**src/verilog/uart_lin_defines.vh**
```
// Register offsets, field positions, reset values and encodings.
`ifndef UART_LIN_DEFINES_VH
`define UART_LIN_DEFINES_VH

// Byte offsets of the register words on the Wishbone bus.
`define OFS_MODE 5'h00
`define OFS_CTRL 5'h04
`define OFS_STAT 5'h08
`define OFS_RXBUF 5'h0C
`define OFS_TXBUF 5'h10
`define OFS_BAUD_HI 5'h14
`define OFS_BAUD_LO 5'h18

// Field positions in serial_mode_reg.
`define MODE_OP_LO 0
`define MODE_OP_HI 1
`define MODE_EXT 2
`define MODE_ONE 3
`define MODE_FRM 4
`define MODE_SLV 5
`define MODE_PEN 6
`define MODE_PODD 7

// Field positions in serial_control_reg.
`define CTRL_CLR 0
`define CTRL_RXI 1
`define CTRL_TXI 2

// Field positions in serial_status_reg.
`define STAT_FULL 0
`define STAT_OVR 1
`define STAT_FRM 2
`define STAT_PAR 3
`define STAT_TEMPTY 4

// Operating mode encodings.
`define OPM_ASYNC 2'h0
`define OPM_MULTI 2'h1
`define OPM_SYNC 2'h2
`define OPM_LIN 2'h3

// Reset values.
`define MODE_RST 8'h00
`define CTRL_RST 2'h0
`define BAUD_RST 15'h0000

// Serial frame lengths in bits.
`define LEN_DATA 4'h8
`define LEN_FRAME 4'hA
`define LEN_FRAME_PAR 4'hB

`endif

```
**src/verilog/uart_lin.v**
```verilog
// Serial port with flags, interrupt requests and clock selection.
//
// Summary of operation
// - Framed receive stores word at first stop bit.
// - Unframed sync receive stores after last data bit.
// - Receive request when any receive flag and enable.
// - Receive buffer invalid after a framing or parity error.
// - Empty flag sets when word enters shifter.
// - Transmit request while empty flag and enable.
// - Empty flag read-only, cleared by buffer write.
// - Empty flag resets to one.
// - No parity in modes 1 and 3 or unframed sync.
// - Separate transmit and receive reload counters.
// - Fifteen-bit reload split over two registers.
// - Both selects zero: counters use machine clock.
// - External select alone: counters divide external clock.
// - Both selects one: clock pin drives sync mode directly; async counters still divide it.
// - Overrun when word arrives while buffer full.
// - Framing error on bad stop; parity error on parity mismatch.
// - Reading receive buffer clears full flag.
// - Writing clear bit clears all error flags.
//
// Register access over Wishbone and the placing of the registers are this design's own decisions.
`timescale 1ns/100ps
`include "uart_lin_defines.vh"

module uart_lin (
    input wire clk_i, // Machine clock, 10 MHz.
    input wire rst_i, // Synchronous reset, active high.
    input wire wb_cyc_i, // Wishbone cycle.
    input wire wb_stb_i, // Wishbone strobe.
    input wire wb_we_i, // Wishbone write enable.
    input wire [4:0] wb_adr_i, // Wishbone byte address.
    input wire [3:0] wb_sel_i, // Wishbone byte lanes.
    input wire [31:0] wb_dat_i, // Wishbone write data.
    output reg [31:0] wb_dat_o, // Wishbone read data.
    output reg wb_ack_o, // Wishbone acknowledge.
    input wire sin_i, // Serial data in.
    output reg sout_o, // Serial data out.
    input wire sck_i, // Serial clock pin input.
    output reg sck_o, // Serial clock pin output.
    output reg sck_oe_n_o, // Clock pin drive, low drives.
    output reg rx_irq_o, // Receive interrupt request.
    output reg tx_irq_o // Transmit interrupt request.
);

    ////////////////////////////////////////////////////////////////////
    // Registers and flags.

    reg [7:0] mode_r; // serial_mode_reg.
    reg [2:1] ctrl_r; // serial_control_reg enables.
    reg [6:0] baud_hi_r; // baud_reload_high.
    reg [7:0] baud_lo_r; // baud_reload_low.
    reg [7:0] rxbuf_r; // rx_buffer_reg.
    reg [7:0] txbuf_r; // tx_buffer_reg.
    reg rx_full_r; // rx_full_flag.
    reg ovr_r; // overrun_err_flag.
    reg frm_r; // framing_err_flag.
    reg perr_r; // parity_err_flag.
    reg tx_empty_r; // tx_empty_flag.
    reg rx_full_nxt;
    reg ovr_nxt;
    reg frm_nxt;
    reg perr_nxt;
    reg tx_empty_nxt;
    reg sck_d_r; // Previous clock pin level.
    reg [3:0] tx_cnt_r; // Bits left in the transmit frame.
    reg [9:0] tx_shift_r; // Remaining transmit bits.
    reg tx_active_r; // A frame is on the line.

    wire [1:0] opm = mode_r[`MODE_OP_HI:`MODE_OP_LO];
    wire ext_clock_sel = mode_r[`MODE_EXT];
    wire one_to_one_clock_sel = mode_r[`MODE_ONE];
    wire start_stop_framing_sel = mode_r[`MODE_FRM];
    wire master_slave_sel = mode_r[`MODE_SLV];
    wire rx_irq_enable = ctrl_r[`CTRL_RXI];
    wire tx_irq_enable = ctrl_r[`CTRL_TXI];
    wire [14:0] reload = {baud_hi_r, baud_lo_r};

    ////////////////////////////////////////////////////////////////////
    // Bus decode. Every access is answered one cycle after it is taken,
    // unmapped ones included, so a stray address never hangs the bus.

    wire req = wb_cyc_i && wb_stb_i && !wb_ack_o;
    wire wr = req && wb_we_i && wb_sel_i[0];
    wire rd = req && !wb_we_i;
    wire [4:0] adr = {wb_adr_i[4:2], 2'b00};
    wire wr_mode = wr && adr == `OFS_MODE;
    wire wr_ctrl = wr && adr == `OFS_CTRL;
    wire wr_tx = wr && adr == `OFS_TXBUF;
    wire wr_bhi = wr && adr == `OFS_BAUD_HI;
    wire wr_blo = wr && adr == `OFS_BAUD_LO;
    wire rd_rx = rd && adr == `OFS_RXBUF;
    wire err_clr = wr_ctrl && wb_dat_i[`CTRL_CLR];

    ////////////////////////////////////////////////////////////////////
    // Frame options shared by both directions.

    wire sync = opm == `OPM_SYNC;
    wire framed = !sync || start_stop_framing_sel;
    // Parity is off in mode 1, in mode 3 and in unframed sync.
    wire par_use = mode_r[`MODE_PEN] &&
        (opm == `OPM_ASYNC || (sync && start_stop_framing_sel));

    // Even or odd parity bit over a data word.
    function par_bit;
        input [7:0] d;
        input odd;
        begin
            par_bit = (^d) ^ odd;
        end
    endfunction

    ////////////////////////////////////////////////////////////////////
    // Clock selection. The pin is sampled on the machine clock, so an
    // external clock faster than half the machine clock is lost.

    wire ext_rise = sck_i && !sck_d_r;
    wire ext_fall = !sck_i && sck_d_r;
    wire pin_mode = ext_clock_sel && one_to_one_clock_sel;
    // Counters divide the machine clock or the external clock.
    wire src_en = ext_clock_sel ? ext_rise : 1'b1;
    wire master = sync && !master_slave_sel && !pin_mode;
    wire tx_tick;
    wire rx_tick;
    wire rx_restart;
    wire baud_wr = wr_bhi || wr_blo;

    // One counter paces transmission, the other reception.
    baud_reload #(.W(15)) u_tx_reload (
        .clk_i(clk_i),
        .rst_i(rst_i),
        .en_i(src_en),
        .restart_i(baud_wr),
        .half_i(1'b0),
        .reload_i(reload),
        .tick_o(tx_tick)
    );

    baud_reload #(.W(15)) u_rx_reload (
        .clk_i(clk_i),
        .rst_i(rst_i),
        .en_i(src_en),
        .restart_i(baud_wr || rx_restart),
        .half_i(rx_restart),
        .reload_i(reload),
        .tick_o(rx_tick)
    );

    // The internal sync clock rests high and only runs with work queued.
    wire int_rise = master && tx_tick && !sck_o;
    wire int_fall = master && tx_tick && sck_o &&
        (tx_active_r || !tx_empty_r);
    // One-to-one mode takes the pin edges as the serial clock.
    wire sync_rise = pin_mode ? ext_rise : int_rise;
    wire sync_fall = pin_mode ? ext_fall : int_fall;
    wire rx_bit = sync ? sync_rise : rx_tick;
    wire tx_bit = sync ? sync_fall : tx_tick;

    ////////////////////////////////////////////////////////////////////
    // Receiver.

    wire rx_done;
    wire [7:0] rx_data;
    wire rx_fe;
    wire rx_perr;

    rx_frame u_rx (
        .clk_i(clk_i),
        .rst_i(rst_i),
        .sync_i(sync),
        .framed_i(framed),
        .par_use_i(par_use),
        .par_odd_i(mode_r[`MODE_PODD]),
        .sin_i(sin_i),
        .bit_i(rx_bit),
        .restart_o(rx_restart),
        .done_o(rx_done),
        .data_o(rx_data),
        .fe_o(rx_fe),
        .perr_o(rx_perr)
    );

    ////////////////////////////////////////////////////////////////////
    // Transmit start. A load waits for the next bit strobe when software is writing
    // the buffer, so a fresh word is never lost to the flag set.

    wire tx_load = tx_bit && !tx_empty_r && !wr_tx &&
        (!tx_active_r || tx_cnt_r == 4'h0);

    ////////////////////////////////////////////////////////////////////
    // Flag next values. Hardware sets win over software clears.
    always @* begin
        rx_full_nxt = rx_full_r;
        ovr_nxt = ovr_r;
        frm_nxt = frm_r;
        perr_nxt = perr_r;
        tx_empty_nxt = tx_empty_r;
        if (rd_rx) begin
            rx_full_nxt = 1'b0;
        end
        if (err_clr) begin
            ovr_nxt = 1'b0;
            frm_nxt = 1'b0;
            perr_nxt = 1'b0;
        end
        // Flags change in the cycle the buffer is written.
        if (rx_done) begin
            if (rx_full_r) begin
                ovr_nxt = 1'b1;
            end
            if (rx_fe) begin
                frm_nxt = 1'b1;
            end
            if (rx_perr) begin
                perr_nxt = 1'b1;
            end
            // A word with an error is not reported as complete.
            if (!rx_fe && !rx_perr) begin
                rx_full_nxt = 1'b1;
            end
        end
        if (wr_tx) begin
            tx_empty_nxt = 1'b0;
        end
        if (tx_load) begin
            tx_empty_nxt = 1'b1;
        end
    end

    ////////////////////////////////////////////////////////////////////
    // Register file, flags and interrupt requests.
    always @(posedge clk_i) begin
        if (rst_i) begin
            mode_r <= `MODE_RST;
            ctrl_r <= `CTRL_RST;
            {baud_hi_r, baud_lo_r} <= `BAUD_RST;
            rxbuf_r <= 8'h00;
            txbuf_r <= 8'h00;
            rx_full_r <= 1'b0;
            ovr_r <= 1'b0;
            frm_r <= 1'b0;
            perr_r <= 1'b0;
            tx_empty_r <= 1'b1;
            rx_irq_o <= 1'b0;
            tx_irq_o <= 1'b0;
        end else begin
            if (wr_mode) begin
                mode_r <= wb_dat_i[7:0];
            end
            if (wr_ctrl) begin
                ctrl_r <= wb_dat_i[2:1];
            end
            if (wr_bhi) begin
                baud_hi_r <= wb_dat_i[6:0];
            end
            if (wr_blo) begin
                baud_lo_r <= wb_dat_i[7:0];
            end
            if (wr_tx) begin
                txbuf_r <= wb_dat_i[7:0];
            end
            // Words with errors are still stored; software must
            // discard them when an error flag is up.
            if (rx_done) begin
                rxbuf_r <= rx_data;
            end
            rx_full_r <= rx_full_nxt;
            ovr_r <= ovr_nxt;
            frm_r <= frm_nxt;
            perr_r <= perr_nxt;
            tx_empty_r <= tx_empty_nxt;
            // Requests are levels and follow the flags.
            rx_irq_o <= rx_irq_enable &&
                (rx_full_r || ovr_r || frm_r || perr_r);
            tx_irq_o <= tx_irq_enable && tx_empty_r;
        end
    end

    ////////////////////////////////////////////////////////////////////
    // Transmit shifter. The first bit goes out on the load strobe and
    // each later strobe moves one bit; a new word may follow directly.
    always @(posedge clk_i) begin
        if (rst_i) begin
            tx_active_r <= 1'b0;
            tx_cnt_r <= 4'h0;
            tx_shift_r <= 10'h000;
            sout_o <= 1'b1;
        end else if (tx_load) begin
            tx_active_r <= 1'b1;
            if (!framed) begin
                sout_o <= txbuf_r[0];
                tx_shift_r <= {3'h0, txbuf_r[7:1]};
                tx_cnt_r <= `LEN_DATA - 4'h1;
            end else if (par_use) begin
                sout_o <= 1'b0;
                tx_shift_r <= {1'b1,
                    par_bit(txbuf_r, mode_r[`MODE_PODD]), txbuf_r};
                tx_cnt_r <= `LEN_FRAME_PAR - 4'h1;
            end else begin
                sout_o <= 1'b0;
                tx_shift_r <= {2'b01, txbuf_r};
                tx_cnt_r <= `LEN_FRAME - 4'h1;
            end
        end else if (tx_bit && tx_active_r) begin
            if (tx_cnt_r == 4'h0) begin
                tx_active_r <= 1'b0;
                sout_o <= 1'b1;
            end else begin
                sout_o <= tx_shift_r[0];
                tx_shift_r <= {1'b0, tx_shift_r[9:1]};
                tx_cnt_r <= tx_cnt_r - 4'h1;
            end
        end
    end

    ////////////////////////////////////////////////////////////////////
    // Clock pin: driven only as sync master, resting high.
    always @(posedge clk_i) begin
        if (rst_i) begin
            sck_d_r <= 1'b0;
            sck_o <= 1'b1;
            sck_oe_n_o <= 1'b1;
        end else begin
            sck_d_r <= sck_i;
            sck_oe_n_o <= !master;
            if (!master) begin
                sck_o <= 1'b1;
            end else if (int_rise || int_fall) begin
                sck_o <= !sck_o;
            end
        end
    end

    ////////////////////////////////////////////////////////////////////
    // Wishbone answer and read data.
    always @(posedge clk_i) begin
        if (rst_i) begin
            wb_ack_o <= 1'b0;
            wb_dat_o <= 32'h00000000;
        end else begin
            wb_ack_o <= req;
            wb_dat_o <= 32'h00000000;
            if (rd) begin
                case (adr)
                    `OFS_MODE: wb_dat_o[7:0] <= mode_r;
                    `OFS_CTRL: wb_dat_o[2:0] <= {ctrl_r, 1'b0};
                    `OFS_STAT: wb_dat_o[4:0] <= {tx_empty_r, perr_r,
                        frm_r, ovr_r, rx_full_r};
                    `OFS_RXBUF: wb_dat_o[7:0] <= rxbuf_r;
                    `OFS_TXBUF: wb_dat_o[7:0] <= txbuf_r;
                    `OFS_BAUD_HI: wb_dat_o[6:0] <= baud_hi_r;
                    `OFS_BAUD_LO: wb_dat_o[7:0] <= baud_lo_r;
                    default: wb_dat_o <= 32'h00000000;
                endcase
            end
        end
    end

endmodule // uart_lin

```
**src/verilog/baud_reload.v**
```verilog
// Fifteen-bit reload counter that yields a one-cycle bit tick.
`timescale 1ns/100ps

module baud_reload #(
    parameter W = 15
) (
    input wire clk_i, // Machine clock.
    input wire rst_i, // Synchronous reset, active high.
    input wire en_i, // Source clock enable pulse.
    input wire restart_i, // Reload the counter now.
    input wire half_i, // Restart at half period.
    input wire [W-1:0] reload_i, // Reload value.
    output reg tick_o // One pulse per reload period.
);

    reg [W-1:0] count_r; // Down counter.

    ////////////////////////////////////////////////////////////////////
    // A reload value of zero stops the counter, so the smallest useful
    // value is one. A half restart lets the receiver sample mid-bit.
    always @(posedge clk_i) begin
        if (rst_i) begin
            count_r <= {W{1'b0}};
            tick_o <= 1'b0;
        end else begin
            tick_o <= 1'b0;
            if (restart_i) begin
                count_r <= half_i ? (reload_i >> 1) : reload_i;
            end else if (en_i && reload_i != {W{1'b0}}) begin
                if (count_r == {W{1'b0}}) begin
                    tick_o <= 1'b1;
                    count_r <= reload_i;
                end else begin
                    count_r <= count_r - {{(W-1){1'b0}}, 1'b1};
                end
            end
        end
    end

endmodule // baud_reload

```
**src/verilog/rx_frame.v**
```verilog
// Receive shifter: frames serial bits into a word and checks them.
`timescale 1ns/100ps
`include "uart_lin_defines.vh"

module rx_frame (
    input wire clk_i, // Machine clock.
    input wire rst_i, // Synchronous reset, active high.
    input wire sync_i, // Synchronous mode is selected.
    input wire framed_i, // Start and stop bits are used.
    input wire par_use_i, // A parity bit follows the data.
    input wire par_odd_i, // Odd parity when set.
    input wire sin_i, // Serial data in.
    input wire bit_i, // Bit sampling strobe.
    output reg restart_o, // Start edge seen, realign counter.
    output reg done_o, // Word complete, one cycle.
    output reg [7:0] data_o, // Received word.
    output reg fe_o, // Stop bit was low.
    output reg perr_o // Parity mismatch.
);

    localparam S_IDLE = 3'h0;
    localparam S_START = 3'h1;
    localparam S_DATA = 3'h2;
    localparam S_PAR = 3'h3;
    localparam S_STOP = 3'h4;

    reg [2:0] state_r; // Frame state.
    reg [2:0] cnt_r; // Data bit index.
    reg perr_r; // Parity result held until the stop bit.

    ////////////////////////////////////////////////////////////////////
    // Data arrives LSB first and is shifted in from the top.
    always @(posedge clk_i) begin
        if (rst_i) begin
            state_r <= S_IDLE;
            cnt_r <= 3'h0;
            perr_r <= 1'b0;
            restart_o <= 1'b0;
            done_o <= 1'b0;
            data_o <= 8'h00;
            fe_o <= 1'b0;
            perr_o <= 1'b0;
        end else begin
            restart_o <= 1'b0;
            done_o <= 1'b0;
            case (state_r)
                S_IDLE: begin
                    perr_r <= 1'b0;
                    cnt_r <= 3'h0;
                    if (!sync_i) begin
                        // Falling edge of the start bit realigns timing.
                        if (!sin_i) begin
                            restart_o <= 1'b1;
                            state_r <= S_START;
                        end
                    end else if (bit_i) begin
                        if (framed_i) begin
                            if (!sin_i) begin
                                state_r <= S_DATA;
                            end
                        end else begin
                            // Unframed words begin on the first clock.
                            data_o <= {sin_i, data_o[7:1]};
                            cnt_r <= 3'h1;
                            state_r <= S_DATA;
                        end
                    end
                end
                S_START: begin
                    // Skip the stale tick of the realign cycle; high is a glitch.
                    if (bit_i && !restart_o) begin
                        state_r <= sin_i ? S_IDLE : S_DATA;
                    end
                end
                S_DATA: begin
                    if (bit_i) begin
                        data_o <= {sin_i, data_o[7:1]};
                        cnt_r <= cnt_r + 3'h1;
                        if (cnt_r == 3'h7) begin
                            if (!framed_i) begin
                                done_o <= 1'b1;
                                fe_o <= 1'b0;
                                perr_o <= 1'b0;
                                state_r <= S_IDLE;
                            end else begin
                                state_r <= par_use_i ? S_PAR : S_STOP;
                            end
                        end
                    end
                end
                S_PAR: begin
                    if (bit_i) begin
                        perr_r <= (^data_o) ^ sin_i ^ par_odd_i;
                        state_r <= S_STOP;
                    end
                end
                S_STOP: begin
                    // The word completes on the first stop bit.
                    if (bit_i) begin
                        done_o <= 1'b1;
                        fe_o <= !sin_i;
                        perr_o <= perr_r;
                        state_r <= S_IDLE;
                    end
                end
                default: begin
                    state_r <= S_IDLE;
                end
            endcase
        end
    end

endmodule // rx_frame

```
**config.mk**
```make
export PLATFORM = sky130hd
export DESIGN_NAME = uart_lin
export DESIGN_NICKNAME = d
export VERILOG_FILES = /design/src/verilog/uart_lin.v /design/src/verilog/baud_reload.v /design/src/verilog/rx_frame.v
export VERILOG_INCLUDE_DIRS = /design/src /design/src/verilog
export SDC_FILE = /design/constraint.sdc
export NUM_CORES = 1
export LEC_CHECK = 0
export ABC_AREA = 1
export BUFFER_PORTS_ARGS = -buffer_cell sky130_fd_sc_hd__buf_2
export CORE_UTILIZATION = 49
export DETAILED_ROUTE_END_ITERATION = 8
export PLACE_DENSITY_LB_ADDON = 0.2
export SLEW_MARGIN = 25
export SYNTH_ARGS = -nofsm -noshare
export SYNTH_HDL_FRONTEND = slang
export SYNTH_SLANG_ARGS = --single-unit
```
**constraint.sdc**
```tcl
create_clock -name clk_i -period 2.3 [get_ports clk_i]
set_input_delay 0.115 -clock clk_i [delete_from_list [all_inputs] [get_ports clk_i]]
set_output_delay 0.115 -clock clk_i [all_outputs]
set_load 0.1 [all_outputs]
```
# Word level (Yosys, flattened, before mapping)
# Cells that the tools add are included.
[word_totals]
output_inout_bits = 38
reg_bits = 151
word_cells = 244
[op_classes]
add_sub_neg = 4
reduce_logical = 87
n_eq_ne = 25
n_bitwise = 7
mux = 86
[op_table]
columns = ["operator", "count"]
rows = [
  ["2-to-1 mux 15 bit", 7],
  ["2-to-1 mux 10 bit", 5],
  ["2-to-1 mux 3 bit", 15],
  ["2-to-1 mux 1 bit", 38],
  ["logical AND 1 bit", 32],
  ["2-to-1 mux 8 bit", 4],
  ["zero test 15 bit", 2],
  ["subtractor 15 x 1 -> 15 bit (second input constant)", 2],
  ["one-hot mux 3 bit (7 select lines)", 1],
  ["zero test 1 bit", 16],
  ["2-to-1 mux 4 bit", 4],
  ["one-hot mux 8 bit (2 select lines)", 1],
  ["XOR reduction 8 bit", 2],
  ["== test 3 bit (second input constant)", 5],
  ["one-hot mux 3 bit (5 select lines)", 1],
  ["nonzero test 15 bit", 1],
  ["nonzero test 2 bit", 7],
  ["== test 3 x 2 -> 1 bit (second input constant)", 4],
  ["!= test 2 x 1 -> 1 bit (second input constant)", 6],
  ["one-hot mux 2 bit (6 select lines)", 1],
  ["logical OR 1 bit", 10],
  ["one-hot mux 2 bit (5 select lines)", 1],
  ["AND reduction 5 bit", 2],
  ["OR reduction 3 bit", 3],
  ["other kinds (21)", 39],
]

# Logic depth before layout (Yosys ltp)
# Gate-level depths: netlist of run 1.
[depth]
depth_word = 13
depth_mapped = 14
depth_no_buf = 14

# By module
# A second synthesis of run 1 with hierarchy kept.
[unflattened]
cells_unflattened = 1228
area_unflattened_um2 = 8034.0
[modules_own_cells]
columns = ["module", "seq_area_each_um2", "n_inst", "cells_per_inst", "area_per_inst_um2"]
rows = [
  ["uart_lin", 1521.5, 1, 517, 3734.8],
  ["baud_reload", 320.3, 2, 266, 1549.0],
  ["rx_frame", 380.4, 1, 179, 1201.2],
]

# Worst setup path after synthesis of run 1
# No wires, ideal clock.
[synth_path]
path_type = "reg2reg"
start = "register wb_ack_o"
end = "register u_rx_reload.count_r[7]"
path_slack_ps = 130
arrival_time_ps = 2054
stages_incl_launch_ff = 11
setup_time_ps = 116
required_time_ps = 2184
cell_sequence = "dfxtp_1 nor2_1 inv_1 nor2_4 nand2_4 nand2_8 nor2_8 nand2_4 buf_4 o211ai_1 inv_1"
[synth_via]
elab_chain_cells = 8
[synth_rtl]
columns = ["element", "line", "text"]
rows = [
  ["start: declaration", "uart_lin.v:37", "output reg wb_ack_o,"],
  ["start signal: assignment", "uart_lin.v:342", "wb_ack_o <= req;"],
  ["zero test 1 bit *", "uart_lin.v:84", "wire req = wb_cyc_i && wb_stb_i && !wb_ack_o;"],
  ["logical AND 1 bit *", "uart_lin.v:84", ""],
  ["logical AND 1 bit * (2 in series)", "uart_lin.v:85", "wire wr = req && wb_we_i && wb_sel_i[0];"],
  ["logical AND 1 bit (no source line)", "-", ""],
  ["logical OR 1 bit *", "uart_lin.v:127", "wire baud_wr = wr_bhi || wr_blo;"],
  ["logical OR 1 bit *", "uart_lin.v:144", ".restart_i(baud_wr || rx_restart),"],
  ["2-to-1 mux 15 bit or nonzero test 2 bit (tied branches)", "-", ""],
  ["end signal: assignment", "baud_reload.v:28", "count_r <= half_i ? (reload_i >> 1) : reload_i;"],
  ["end signal: assignment", "baud_reload.v:32", "count_r <= reload_i;"],
  ["end signal: assignment", "baud_reload.v:34", "count_r <= count_r - {{(W-1){1'b0}}, 1'b1};"],
  ["end: declaration", "baud_reload.v:16", "reg [W-1:0] count_r;"],
]
# Every way passes the cells marked *; elsewhere a longest branch is shown, timed or not.
# A chain may end at the register's enable or synchronous reset.

# Worst setup path in the final report of run 1
[layout_path]
start = "register wb_ack_o"
end = "register u_tx_reload.count_r[5]"
[layout_via]
elab_chain_cells = 7
[layout_rtl]
columns = ["element", "line"]
rows = [
  ["zero test 1 bit *", "uart_lin.v:84"],
  ["logical AND 1 bit *", "uart_lin.v:84"],
  ["logical AND 1 bit * (2 in series)", "uart_lin.v:85"],
  ["logical AND 1 bit (no source line)", "-"],
  ["logical OR 1 bit *", "uart_lin.v:127"],
  ["2-to-1 mux 15 bit or nonzero test 2 bit (tied branches)", "-"],
  ["end signal: assignment", "baud_reload.v:28"],
  ["end signal: assignment", "baud_reload.v:32"],
  ["end signal: assignment", "baud_reload.v:34"],
  ["end: declaration", "baud_reload.v:16"],
]
# Marked as above.

==> impl_metrics.csv, run 1 <==
group,metric,value,unit
run_status,outcome,"completed",
sta,report.final.slew_viol_count,0,
clocking,htree_levels,4,
final_layout,fin_area,8070,um^2
critical_path,critical_path.max_fanout,24,
critical_path,path_cells,"nor2_1, inv_1, nor2_4, nand2_4, nand2_8, inv_4, nand2_4, inv_1, o21bai_1, inv_1",
final_layout,diodes,0,
critical_path,startpoint_type,"flop",
floorplan,die_width,124,um
synthesis,synth_common_cells,"nand2_1 (215), dfxtp_1 (127), inv_1 (126), o21ai_0 (115), nor2_1 (106)",
worst_hold_path,min_from,"wb_dat_i[3]",
global_route,grt_pass1_vias,6128,
sta,period_share,0.864,
critical_path,startpoint,"wb_ack_o",
placement,numPortBuffers,32,
global_route,track_usage,0.265,
run,maxCapViolCount,0,
final_layout,finish.net_count,1143,
critical_path,r2r-start,"wb_ack_o",
synthesis,synth.cell_area,7240,um^2
global_route,grt_pass1_wl,30600,um
global_route,antenna_found_initial,0,
placement,place.gp.congestion,0.920,
synthesis,synth-seq-cells,127,
clocking,insertion_delay,0.43,ns
floorplan,core-area,14500,um^2
worst_hold_path,worstHoldPathCells,3,
clocking,cts_root_buffer,"clkbuf_16",
sta,worstMarginPinSlew,0.649,ns
sta,tns,0,ns
sta,slew_headroom,0.567,
floorplan,num_rows,44,
sta,fmax,503,MHz
critical_path,cp_data_required_time,2.62,ns
detailed_routing,wl,18800,um
critical_path,cp_slowest_stage_delay,0.30,ns
clocking,numCtsBuffers,17,
synthesis,synth_ff_type,"dfxtp_1",
critical_path,r2r_cells,10,
placement,hpwl,13500,um
power_and_ir_drop,p_leak,3.50,nW
critical_path,crit_type,"reg2reg",
clocking,cts_buffer_depth,2,
floorplan,io_pins,86,
final_layout,drive_gt1_frac,0.113,
sta,finalHoldViolCount,0,
detailed_routing,drtIter0Drc,476,
placement,place_area,7470,um^2
final_layout,final_cells,1286,
synthesis,postSynthCellCount,1057,
worst_hold_path,hold_class,"in2reg",
detailed_routing,vias_per_cell,5.21,
clocking,cts_sinks,127,
floorplan,initial_core_util,0.500,
clocking,cts_tree,"yes",
synthesis,synth_edf_count,0,
synthesis,ys_types,46,
clocking,post_cts_resized,0,
clocking,clkTransAtPathRegs,0.06,ns
synthesis,avgSynthCellArea,6.85,um^2
power_and_ir_drop,vdd_drop_max,639,uV
synthesis,yosys.area.top_type_share,0.351,
synthesis,netlist_top_cells_area,"dfxtp_1 (35%), nand2_1 (11%), o21ai_0 (8.0%), inv_1 (6.5%), a21oi_1 (5.9%)",
detailed_routing,drc,0,
critical_path,crit_arrival,2.31,ns
detailed_routing,antenna_left,0,
synthesis,ys_warn_count,0,
sta,setup_viol,0,
critical_path,crit_top_cell,"inv_1",
synthesis,yosysSeqAreaShare,0.351,
synthesis,synth-async-reset-ratio,0,
power_and_ir_drop,pwr_density_cell,963,nW/um^2
sta,finalCriticalPeriod,1.99,ns
critical_path,slowest_stage,"dfxtp_1",
synthesis,yosysTopAreaCell,"dfxtp_1",
detailed_routing,routedWlPerCell,14.6,um
placement,dp.cells,1253,
floorplan,die_height,124,um
synthesis,synth_most_common_cell,"nand2_1",
detailed_routing,first_pass_iters,5,
sta,skew,0.00683,ns
global_route,grt_overflow_total,0,
critical_path,endpoint_kind,"flop",
floorplan,dieArea,15300,um^2
final_layout,syn_to_final_growth,11.4,%
sta,rsz0062_at_grt,"false",
detailed_routing,via_count,6698,
global_route,grt_start_max_net_pins,42,
path summary, 6_finish.rpt:
kind,to,slack (ns)
max,u_tx_reload.count_r[5],0.31
min,mode_r[3],0.01
max reg2reg,u_tx_reload.count_r[5],0.31
min reg2reg,tx_shift_r[9],0.46
logic make-up after synthesis:
kind of cell               after synthesis  share of synthesized area
buffers and inverters                  196                      0.125
xor gates and xnor gates                39                     0.0472
and+or+nand+nor                        419                      0.258
AOI/OAI and AO/OA                      270                      0.209
adders and majority gates                5                    0.00864
DFF                                    127                      0.351
other                                    1                   0.000518
flip-flops by register name (all words and copies together) (netlist names), 2 cells and up:
signal	count
baud_hi_r	7
baud_lo_r	8
ctrl_r	2
mode_r	8
rxbuf_r	8
tx_cnt_r	4
tx_shift_r	10
txbuf_r	8
u_rx.cnt_r	3
u_rx.data_o	8
u_rx.state_r	3
u_rx_reload.count_r	15
u_tx_reload.count_r	15
wb_dat_o	8
power by group:
part / switching (mW) / internal [mW]
combinational: 1.67 / 0.842
clock: 1.05 / 1.62
sequential: 0.184 / 2.41
total: 2.90 / 4.87
layout make-up:
type / instances / area (um^2)
clock inverter: 12 / 136
sequential: 127 / 2540
timing repair buffer: 52 / 328
tap: 184 / 230
clock buffer: 19 / 443
fill: 1413 / 6410
inverter: 135 / 509
multi-input combinational: 757 / 3880
critical path: cells and delay by family, from the launching register on:
family / cells / cell delay [ns]
compound gates: 1 / 0.17
buf+inv: 4 / 0.46
flops: 1 / 0.30
simple gates: 5 / 0.93
routing by layer:
layer,vias up,part of all wire,global-route usage
li1,3485,-,-
met1,3041,0.46,0.329
met2,135,0.48,0.451
met3,37,0.035,0.0535
met4,0,0.023,0.0956
met5,-,0,0
stage by stage:
step / hold WS, ns / setup slack, ns / utilization / power, mW
5_1_grt: 0.0188 / 0.123 / 0.557 / 8.32
6_report: 0.0135 / 0.313 / 0.557 / 7.77
2_1_floorplan: 0.193 / 0.130 / - / 4.67
3_3_place_gp: 0.381 / 0.361 / 0.516 / 5.08
4_1_cts: 0.00162 / 0.322 / 0.557 / 7.79
3_5_place_dp: 0.402 / 0.332 / 0.516 / 5.10
cell usage in the layout, fill, tap and decap left out, types with 4 or more instances in the layout:
cell,n
a31oi_1,9
inv_2,8
nand2_1,215
clkinvlp_4,6
nor2_2,5
buf_4,17
dfxtp_1,127
a21oi_1,85
o21ai_1,4
o22ai_1,16
inv_1,125
nand4_1,9
buf_2,32
o21ai_0,115
xnor2_1,22
conb_1,24
nor3_1,14
nand3_1,37
clkbuf_16,17
nand2_2,7
nor2_1,106
nor2_4,4
nand2_4,8
nand3_2,5
xor2_1,17
ha_1,5
o211ai_1,23
a221oi_1,5
what timing repair did:
| action | in CTS | in global routing |
|---|---|---|
| endpoints found under the hold margin | 2 | 0 |
| endpoints found under the setup margin | 0 | 0 |
| hold buffers | 2 | 0 |
| buffers inserted | 0 | 0 |
No activity file was read; power rests on OpenSTA's default activity.
==> run 2, diff against run 1 <==
- clock period: 2.3 -> 2.1 ns (I/O delays scaled with it)
==> run 2 against run 1 <==
- routed wire length is 1.6% higher
- largest cell class unchanged
- via count increased by 1.6%
- clock power increased by 11%
- fmax increased by 5.7%
- flip-flop and latch count unchanged
- clock skew rose by 0.0017 ns
- total power increased by 10%
- combinational power increased by 9.6%
==> impl_metrics.csv, run 2 (synthesis gave the netlist of run 1 again) <==
group,metric,value,unit
run_status,outcome,"completed",
power_and_ir_drop,pwr_density_cell,1050,nW/um^2
detailed_routing,drc,0,
detailed_routing,first_pass_iters,5,
floorplan,dieArea,15300,um^2
final_layout,reg_top3,"u_rx_reload.count_r x15, u_tx_reload.count_r x15, tx_shift_r x10",
final_layout,fin_area,8160,um^2
critical_path,regToRegEndpoint,"u_rx.data_o[7]",
detailed_routing,antenna_left,0,
floorplan,die_width,124,um
clocking,htree_levels,4,
sta,setup_viol,0,
placement,place.gp.congestion,0.916,
sta,skew,0.00857,ns
detailed_routing,drtIter0Drc,617,
critical_path,critical_path.max_fanout,16,
run,maxCapViolCount,0,
placement,place_area,7540,um^2
global_route,grt_pass1_vias,6336,
floorplan,initial_core_util,0.500,
placement,hpwl,13900,um
sta,report.final.slew_viol_count,0,
clocking,cts_root_buffer,"clkbuf_16",
critical_path,crit_end,"u_rx.data_o[7]",
global_route,antenna_found_initial,0,
critical_path,r2r-start,"mode_r[0]",
sta,tns,0,ns
global_route,grt_overflow_total,0,
final_layout,drive_gt1_frac,0.125,
power_and_ir_drop,seqPwrFrac,0.333,
clocking,clkTransAtPathRegs,0.06,ns
global_route,grt_pass1_wl,31100,um
floorplan,die_height,124,um
sta,period_share,0.895,
worst_hold_path,hold_class,"in2reg",
critical_path,r2r_cells,12,
final_layout,diodes,0,
critical_path,startpoint_type,"flop",
critical_path,endpoint_kind,"flop",
detailed_routing,wl,19100,um
clocking,cts_buffer_depth,2,
sta,worstMarginPinSlew,0.525,ns
floorplan,io_pins,86,
final_layout,multiInputGateArea,3890,um^2
floorplan,core-area,14500,um^2
final_layout,final_cell_mix,"nand2_1 (215), dfxtp_1 (126), inv_1 (125), o21ai_0 (115), nor2_1 (106)",
clocking,numCtsBuffers,17,
critical_path,regToRegSetupSlack,0.22,ns
power_and_ir_drop,power_switching,3.26,mW
floorplan,num_rows,44,
power_and_ir_drop,vdd_drop_max,755,uV
detailed_routing,via_count,6806,
global_route,track_usage,0.268,
final_layout,syn_to_final_growth,12.7,%
power_and_ir_drop,p_int,5.28,mW
sta,rsz0062_at_grt,"false",
critical_path,startpoint,"mode_r[0]",
clocking,insertion_delay,0.44,ns
final_layout,fill_cells,1435,
placement,numPortBuffers,32,
power_and_ir_drop,clockPowerShare,0.345,
global_route,grt_start_max_net_pins,70,
sta,fmax,532,MHz
clocking,cts_tree,"yes",
sta,slew_headroom,0.650,
critical_path,crit_type,"reg2reg",
power_and_ir_drop,comb_power_share,0.321,
critical_path,crit_arrival,2.21,ns
sta,finalHoldViolCount,0,
clocking,cts_sinks,127,
power_and_ir_drop,netSwitchingFraction,0.382,
final_layout,finish.net_count,1153,
sta,finalCriticalPeriod,1.88,ns
detailed_routing,vias_per_cell,5.25,
critical_path,cp_data_required_time,2.43,ns
detailed_routing,routedWlPerCell,14.7,um
power_and_ir_drop,p_leak,3.57,nW
final_layout,regArea,2540,um^2
final_layout,final_common_cell,"nand2_1",
[run 2: area by class of cell]
type / instances / share of cell area
repair buffers: 61 / 0.0485
well taps: 184 / 0.0282
clock inverters: 13 / 0.0172
inverters: 135 / 0.0629
clock buffers: 19 / 0.0543
flip-flops and latches: 127 / 0.312
multi-input cells: 758 / 0.477
[run 2: power by group through the flow]
stage               clock [mW]  combinational (mW)  sequential, mW
floorplan                    0                2.28            2.84
global placement             0                2.68            2.89
detailed placement           0                2.70            2.90
CTS                       2.99                2.73            2.84
global route              3.09                3.16            2.88
finish                    2.95                2.75            2.85
[run 2: worst max-delay path, stage by stage (launching register included)]
cell and delay (ns):
dfxtp_1 0.35, inv_2 0.10, nand2_2 0.11, nor2_2 0.11, nand4_2 0.12, nand3_2 0.12
nand2_2 0.09, inv_1 0.10, nand2_2 0.08, a21oi_4 0.38, nand2_1 0.11, nand2_1 0.08
nor2_1 0.04
[run 2: worst min-delay path by stage]
stage / start / endpoint / slack, ns / cells past startpoint
final: wb_dat_i[3] / mode_r[3] / 0.01 / 3
after global routing: wb_dat_i[3] / mode_r[3] / 0.006 / 3
after CTS: wb_dat_i[3] / mode_r[3] / 0.003 / 3
after detailed placement: sck_i / sck_d_r / 0.40 / 3
after global placement: sck_i / sck_d_r / 0.38 / 3
after floorplan: sin_i / u_rx.restart_o / 0.18 / 1
[run 2: repair_timing]
item / in CTS / in global routing
buffers inserted: 0 / 0
setup endpoints to repair: 0 / 5
hold buffers: 2 / 0
endpoints found under the hold margin: 2 / 0
resized for setup: 0 / 2
[run 2: layer usage]
layer / up-vias / global-route usage / wire (um)
met3: 29 / 0.0526 / 674
met2: 141 / 0.468 / 9380
li1: 3511 / - / -
met1: 3125 / 0.334 / 8740
met5: - / 0 / 0
met4: 0 / 0.0761 / 289
[run 2: stage by stage]
stage | total power [mW] | utilization | std cells | setup WS (ns) | hold slack [ns]
5_1_grt | 9.13 | 0.563 | 1297 | 0.0327 | 0.00554
4_1_cts | 8.56 | 0.562 | 1296 | 0.168 | 0.00328
6_report | 8.54 | 0.563 | 1297 | 0.220 | 0.0132
3_3_place_gp | 5.58 | 0.520 | 1262 | 0.210 | 0.376
3_5_place_dp | 5.60 | 0.520 | 1262 | 0.180 | 0.398
2_1_floorplan | 5.12 | - | 1080 | 0.0879 | 0.183
